===== config.mk =====
export PLATFORM = sky130hd
export DESIGN_NAME = pmsc_ctrl2
export DESIGN_NICKNAME = d
export VERILOG_FILES = /design/src/pmsc_pkg.sv /design/src/pmsc_ctrl2.sv
export SDC_FILE = /design/constraint.sdc
export NUM_CORES = 1
export LEC_CHECK = 0
export BUFFER_PORTS_ARGS = -buffer_cell sky130_fd_sc_hd__buf_2
export CAP_MARGIN = 20
export CORE_AREA = 2 2 58 60
export DETAILED_ROUTE_END_ITERATION = 7
export DIE_AREA = 0 0 60 62
export PLACE_DENSITY = 0.77
export SKIP_LAST_GASP = 1
export SYNTH_ARGS = -nofsm -noshare
export SYNTH_HDL_FRONTEND = slang
export SYNTH_SLANG_ARGS = --single-unit

===== constraint.sdc =====
create_clock -name pclk -period 1.6 [get_ports pclk]
set_input_delay 0.24 -clock pclk [delete_from_list [all_inputs] [get_ports pclk]]
set_output_delay 0.24 -clock pclk [all_outputs]
set_load 0.1 [all_outputs]

===== src/pmsc_pkg.sv =====
package pmsc_pkg;

    // ********************************************************
    // Register map
    // ********************************************************
    localparam logic [7:0] ADDR_CTRL2   = 8'h00;
    localparam logic [7:0] ADDR_STATUS  = 8'h04;
    localparam logic [7:0] ADDR_IRQ     = 8'h08;
    localparam logic [7:0] ADDR_MASK    = 8'h0c;

    // ********************************************************
    // Control 2 field positions
    // ********************************************************
    localparam int BIT_WARN_FLAG   = 7;
    localparam int BIT_WARN_ACK    = 6;
    localparam int BIT_DET_TRIP    = 5;
    localparam int BIT_WARN_TRIP   = 4;
    localparam int BIT_S2_FLAG     = 3;
    localparam int BIT_S2_ACK      = 2;
    localparam int BIT_PD_EN       = 1;
    localparam int BIT_PD_MODE     = 0;

    // ********************************************************
    // Interrupt status bits
    // ********************************************************
    localparam int IRQ_WARN = 0;
    localparam int IRQ_S2   = 1;
    localparam int IRQ_W    = 2;

    localparam logic [1:0] MASK_RST = 2'h0;

    // Reset causes presented with each reset
    typedef enum logic [2:0] {
        PMSC_CAUSE_POR   = 3'b001,
        PMSC_CAUSE_LVR   = 3'b010,
        PMSC_CAUSE_OTHER = 3'b100
    } pmsc_cause_t;

    typedef struct packed {
        logic det_trip;
        logic warn_trip;
    } pmsc_trip_t;

    typedef struct packed {
        logic pd_en;
        logic pd_mode;
        logic written;
    } pmsc_pd_t;

endpackage


===== src/pmsc_ctrl2.sv =====
// The APB interface to the registers and the address map were left to the implementer.
`timescale 1ns/1ps
// Operation
// - Warning flag sets below trip, also after reset
// - Warning flag sticky until acknowledged
// - Warning ack clears only if condition gone
// - Detect trip select: 0 low, 1 high
// - Warning trip select picks warning threshold
// - Stop2 flag set on stop2 recovery
// - Stop2 ack write 1 clears flag
// - Power-down enable writable once after reset
// - Mode select writable once; 0 stop1, 1 stop2
module pmsc_ctrl2 (
    input  wire logic                  pclk,
    input  wire logic                  presetn,
    input  wire pmsc_pkg::pmsc_cause_t reset_cause,
    input  wire logic                  psel,
    input  wire logic                  penable,
    input  wire logic                  pwrite,
    input  wire logic [7:0]            paddr,
    input  wire logic [31:0]           pwdata,
    output logic [31:0]                prdata,
    output logic                       pready,
    output logic                       pslverr,
    input  wire logic                  warning_present,
    input  wire logic                  stop2_wake,
    output logic                       detect_trip_select,
    output logic                       warning_trip_select,
    output logic                       power_down_enable,
    output logic                       power_down_mode_select,
    output logic                       irq
);

    // ********************************************************
    // Bus decode
    // ********************************************************
    wire logic setup_phase  = psel & ~penable;
    wire logic access_done  = psel & penable & pready;
    wire logic wr_done      = access_done & pwrite;
    wire logic rd_done      = access_done & ~pwrite;
    wire logic hit_ctrl     = paddr == pmsc_pkg::ADDR_CTRL2;
    wire logic hit_status   = paddr == pmsc_pkg::ADDR_STATUS;
    wire logic hit_irq      = paddr == pmsc_pkg::ADDR_IRQ;
    wire logic hit_mask     = paddr == pmsc_pkg::ADDR_MASK;
    wire logic hit_any      = hit_ctrl | hit_status | hit_irq | hit_mask;
    wire logic wr_ctrl      = wr_done & hit_ctrl;
    wire logic wr_mask      = wr_done & hit_mask;
    wire logic rd_irq       = rd_done & hit_irq;
    wire logic warn_ack     = wr_ctrl & pwdata[pmsc_pkg::BIT_WARN_ACK];
    wire logic s2_ack       = wr_ctrl & pwdata[pmsc_pkg::BIT_S2_ACK];

    // ********************************************************
    // State
    // ********************************************************
    logic                  warn_flag_ff;
    logic                  s2_flag_ff;
    pmsc_pkg::pmsc_trip_t  trip_ff;
    pmsc_pkg::pmsc_pd_t    pd_ff;
    logic                  cause_seen_ff;
    logic [1:0]            irq_stat_ff;
    logic [1:0]            mask_ff;
    logic                  pready_ff;
    logic [31:0]           prdata_ff;
    logic                  pslverr_ff;
    logic                  irq_ff;

    // Set has priority, so an event in the clearing cycle is never lost
    function automatic logic sticky_next(input logic set, input logic cur, input logic clr);
        return set | (cur & ~clr);
    endfunction

    wire logic nxt_warn_flag = sticky_next(warning_present, warn_flag_ff, warn_ack);
    wire logic nxt_s2_flag   = sticky_next(stop2_wake, s2_flag_ff, s2_ack);

    wire logic warn_rise = warning_present & ~warn_flag_ff;
    wire logic s2_rise   = stop2_wake & ~s2_flag_ff;
    // A read clears only the bits it returned; an event during the transfer survives
    wire logic [1:0] irq_rd_bits  = rd_irq ? prdata_ff[1:0] : 2'h0;
    wire logic [1:0] nxt_irq_stat = {s2_rise, warn_rise} | (irq_stat_ff & ~irq_rd_bits);
    wire logic [1:0] nxt_mask     = wr_mask ? pwdata[1:0] : mask_ff;

    // Trip selects are only reinitialised by power-on reset; other resets arrive
    // with presetn too, so the cause is sampled at every edge while presetn is low and at the first edge after release.
    wire logic por_clear = ~cause_seen_ff && reset_cause == pmsc_pkg::PMSC_CAUSE_POR;

    // Only the first write after reset lands; later writes leave both bits alone
    wire logic pd_load = wr_ctrl & ~pd_ff.written;

    // Ack bits and unused bits read as zero
    wire logic [7:0] ctrl_view = {warn_flag_ff, 1'b0, trip_ff.det_trip, trip_ff.warn_trip,
                                  s2_flag_ff, 1'b0, pd_ff.pd_en, pd_ff.pd_mode};
    wire logic [31:0] rd_mux = hit_ctrl   ? {24'h0, ctrl_view} :
                               hit_status ? {30'h0, s2_flag_ff, warn_flag_ff} :
                               hit_irq    ? {30'h0, irq_stat_ff} :
                               hit_mask   ? {30'h0, mask_ff} : 32'h0;

    // ********************************************************
    // Flags and write-once controls
    // ********************************************************
    always_ff @(posedge pclk or negedge presetn) begin
        if (!presetn) begin
            warn_flag_ff  <= 1'b0;
            s2_flag_ff    <= 1'b0;
            pd_ff         <= '0;
            cause_seen_ff <= 1'b0;
        end else begin
            warn_flag_ff  <= nxt_warn_flag;
            s2_flag_ff    <= nxt_s2_flag;
            cause_seen_ff <= 1'b1;
            if (pd_load) begin
                pd_ff.pd_en   <= pwdata[pmsc_pkg::BIT_PD_EN];
                pd_ff.pd_mode <= pwdata[pmsc_pkg::BIT_PD_MODE];
                pd_ff.written <= 1'b1;
            end
        end
    end

    // Trip selects have no asynchronous reset: they survive non-POR resets
    always_ff @(posedge pclk) begin
        if (por_clear) begin
            trip_ff <= '0;
        end else if (wr_ctrl) begin
            trip_ff.det_trip  <= pwdata[pmsc_pkg::BIT_DET_TRIP];
            trip_ff.warn_trip <= pwdata[pmsc_pkg::BIT_WARN_TRIP];
        end
    end

    // ********************************************************
    // Interrupts and bus answer
    // ********************************************************
    always_ff @(posedge pclk or negedge presetn) begin
        if (!presetn) begin
            irq_stat_ff <= 2'h0;
            mask_ff     <= pmsc_pkg::MASK_RST;
            irq_ff      <= 1'b0;
            pready_ff   <= 1'b0;
            prdata_ff   <= 32'h0;
            pslverr_ff  <= 1'b0;
        end else begin
            irq_stat_ff <= nxt_irq_stat;
            mask_ff     <= nxt_mask;
            irq_ff      <= |(nxt_irq_stat & nxt_mask);
            pready_ff   <= setup_phase;
            prdata_ff   <= setup_phase ? rd_mux : 32'h0;
            pslverr_ff  <= setup_phase & ~hit_any;
        end
    end

    assign prdata                 = prdata_ff;
    assign pready                 = pready_ff;
    assign pslverr                = pslverr_ff;
    assign irq                    = irq_ff;
    assign detect_trip_select     = trip_ff.det_trip;
    assign warning_trip_select    = trip_ff.warn_trip;
    assign power_down_enable      = pd_ff.pd_en;
    assign power_down_mode_select = pd_ff.pd_mode;
endmodule


==> qor.yml <==
hp-class: "input pin to register"
hpwl_um: 1990
core_um2: 3180
clkTransAtPathRegs_ns: 0.11
vias: 959
grt_pass1_wl_um: 3870
irDropWorstVdd_v: 0.000252
crit_buf_inv: 1
synthArstFlopShare: 0.905
cap_violations: 0
cp-start-kind: "input pin"
boundaryPins: 89
slowest_stage: "or4_4"
start_util: 0.370
rsz0062_at_grt: "true"
syn_area_um2: 1170
wl_per_cell_um: 11.8
worst_path_largest_cell_delay_ns: 0.56
p_total_uw: 1190
hold_ws_ns: 0.108
area_growth_pct: 24.8
fin_crit_ns: 1.65
portBuffers: 36
htree_levels: 1
hold_viol: 0
syn_avg_cell_area_um2: 9.55
grt_max_degree: 20
rows: 21
outcome: "finished, violations left"
postLayoutSetupSlackWorst_ns: -0.0469
drtPass1Iterations: 4
path_cells: "buf_6, or4_4, or3_4, nor4_4, mux2_4"
place.gp.congestion: 0.785
ys_types: 35
die_x_um: 60
max_freq_ghz: 0.607
route.detailed.drc: 0
cts-root-buf: "clkbuf_4"
synth_top_area_share: 0.405
clock-sinks: 21
fill_cells: 326
finalNetCount: 220
leakage_uw: 0.000766
grt_pass1_vias: 887
num_antenna_cells: 0
netlist_top_cells_count: "26 x buf_4, 19 x dfrtp_1, 9 x inv_1"
seq_area_um2: 519
synth_cells: 123
yosys.area.top_type: "dfrtp_1"
dr.first_iter.drc_count: 26
setup_viol: 3
grt_use_total: 0.143
crit_fanout: 4
antenna_left: 0
antenna_found_initial: 0
violations: "setup timing"
ys.flop_type: "dfrtp_1"
largest_reg_flops: 6
cp-end-kind: "register"
finClkSkew_ns: 0.00431
overflow: 0
yosysWarnings: 0
power_density_nw_per_um2: 809
synth.most_common_cell: "buf_4"
cts_tree: "yes"
ys_seq_elements: 21
final_layout_size_suffix_gt1_frac: 0.367
critical_path_arrival_ns: 1.83
ys_seq_area_frac: 0.439
multi_input_area_um2: 529
cts_buffer_depth: 2
crit_family: "simple AND/OR/NAND/NOR gates"
dieArea_um2: 3720
path_class: "input pin to register"
min_period_over_period: 1.03
cts_buffers: 3
die_h_um: 62
drt-total-wl_um: 2550
synth-edff-count: 0
worst_skew_pair.late_latency_ns: 0.29
vias_per_cell: 4.46
required_ns: 1.79
synth_area_leaders: "dfrtp_1 40%, buf_4 17%, dfxtp_1 3.4%"
report.final.slew_viol_count: 0
area by class of cell:
type / count / area share
timing repair buffer: 49 / 0.204
clock buffer: 3 / 0.0154
clock inverter: 1 / 0.00341
multi-input combinational: 86 / 0.361
inverter: 9 / 0.0230
sequential: 21 / 0.354
tap: 46 / 0.0392
worst paths after layout:
path,from,to,slack (ns),cells after the start
max,paddr[5],power_down_enable$_DFFE_PN0P_,-0.05,5
min reg2reg,detect_trip_select$_SDFFE_PP0N_,detect_trip_select$_SDFFE_PP0N_,0.49,2
max reg2reg,pready$_DFF_PN0_,irq$_DFF_PN0_,0.14,5
min in group asynchronous,presetn,prdata[3]$_DFF_PN0_,0.40,2
max in group asynchronous,presetn,pready$_DFF_PN0_,0.87,2
min,pwdata[2],s2_flag_ff$_DFF_PN0_,0.11,2
power breakdown:
part	leakage (uW)	switching (uW)	internal, uW	total (uW)
logic	0.000486	346	50.3	397
registers	0.000261	5.31	540	546
clock network	0.0000177	151	92.8	244
total	0.000766	503	684	1190
what timing repair did:
item	4_1_cts	5_1_grt
resized for setup	3	6
hold buffers	1	0
setup buffers	1	0
setup endpoints to repair	5	7
endpoints found under the hold margin	19	0
cell usage in the layout (no fill, tap or decap), types with 4 or more instances in the layout:
cell,Yosys,layout
conb_1,2,27
dfrtp_1,19,18
a21oi_1,4,4
inv_1,9,9
nor4_1,6,6
buf_2,1,35
nor3_1,4,4
buf_4,26,11
nor2_1,5,5
cells by family after synthesis:
group                  after synthesis  share of synthesized area
AO/OA/AOI/OAI                       15                     0.0820
buffers and inverters               41                      0.222
flip-flops                          21                      0.439
multiplexers                         4                     0.0362
other                                2                    0.00639
AND/OR/NAND/NOR                     40                      0.215
per-layer routing:
| layer | GRT usage | share of wire | vias to the layer above |
|---|---|---|---|
| met3 | 0.0393 | 0.070 | 2 |
| met2 | 0.264 | 0.51 | 48 |
| met4 | 0.0508 | 0.0075 | 0 |
| met1 | 0.156 | 0.41 | 443 |
| li1 | - | - | 466 |
| met5 | 0 | 0 | - |
stage by stage:
step / utilization / setup WS (ns) / area, um2 / std cells / TNS [ns]
after floorplan: - / -0.361 / 1280 / 148 / -2.06
after global placement: 0.435 / -0.370 / 1380 / 209 / -4.47
after detailed placement: 0.435 / -0.425 / 1380 / 209 / -4.78
after CTS: 0.455 / -0.0166 / 1450 / 215 / -0.0220
after global routing: 0.461 / -0.0833 / 1470 / 215 / -0.349
final: 0.461 / -0.0469 / 1470 / 215 / -0.106
No activity file was read; power rests on OpenSTA's default activity.
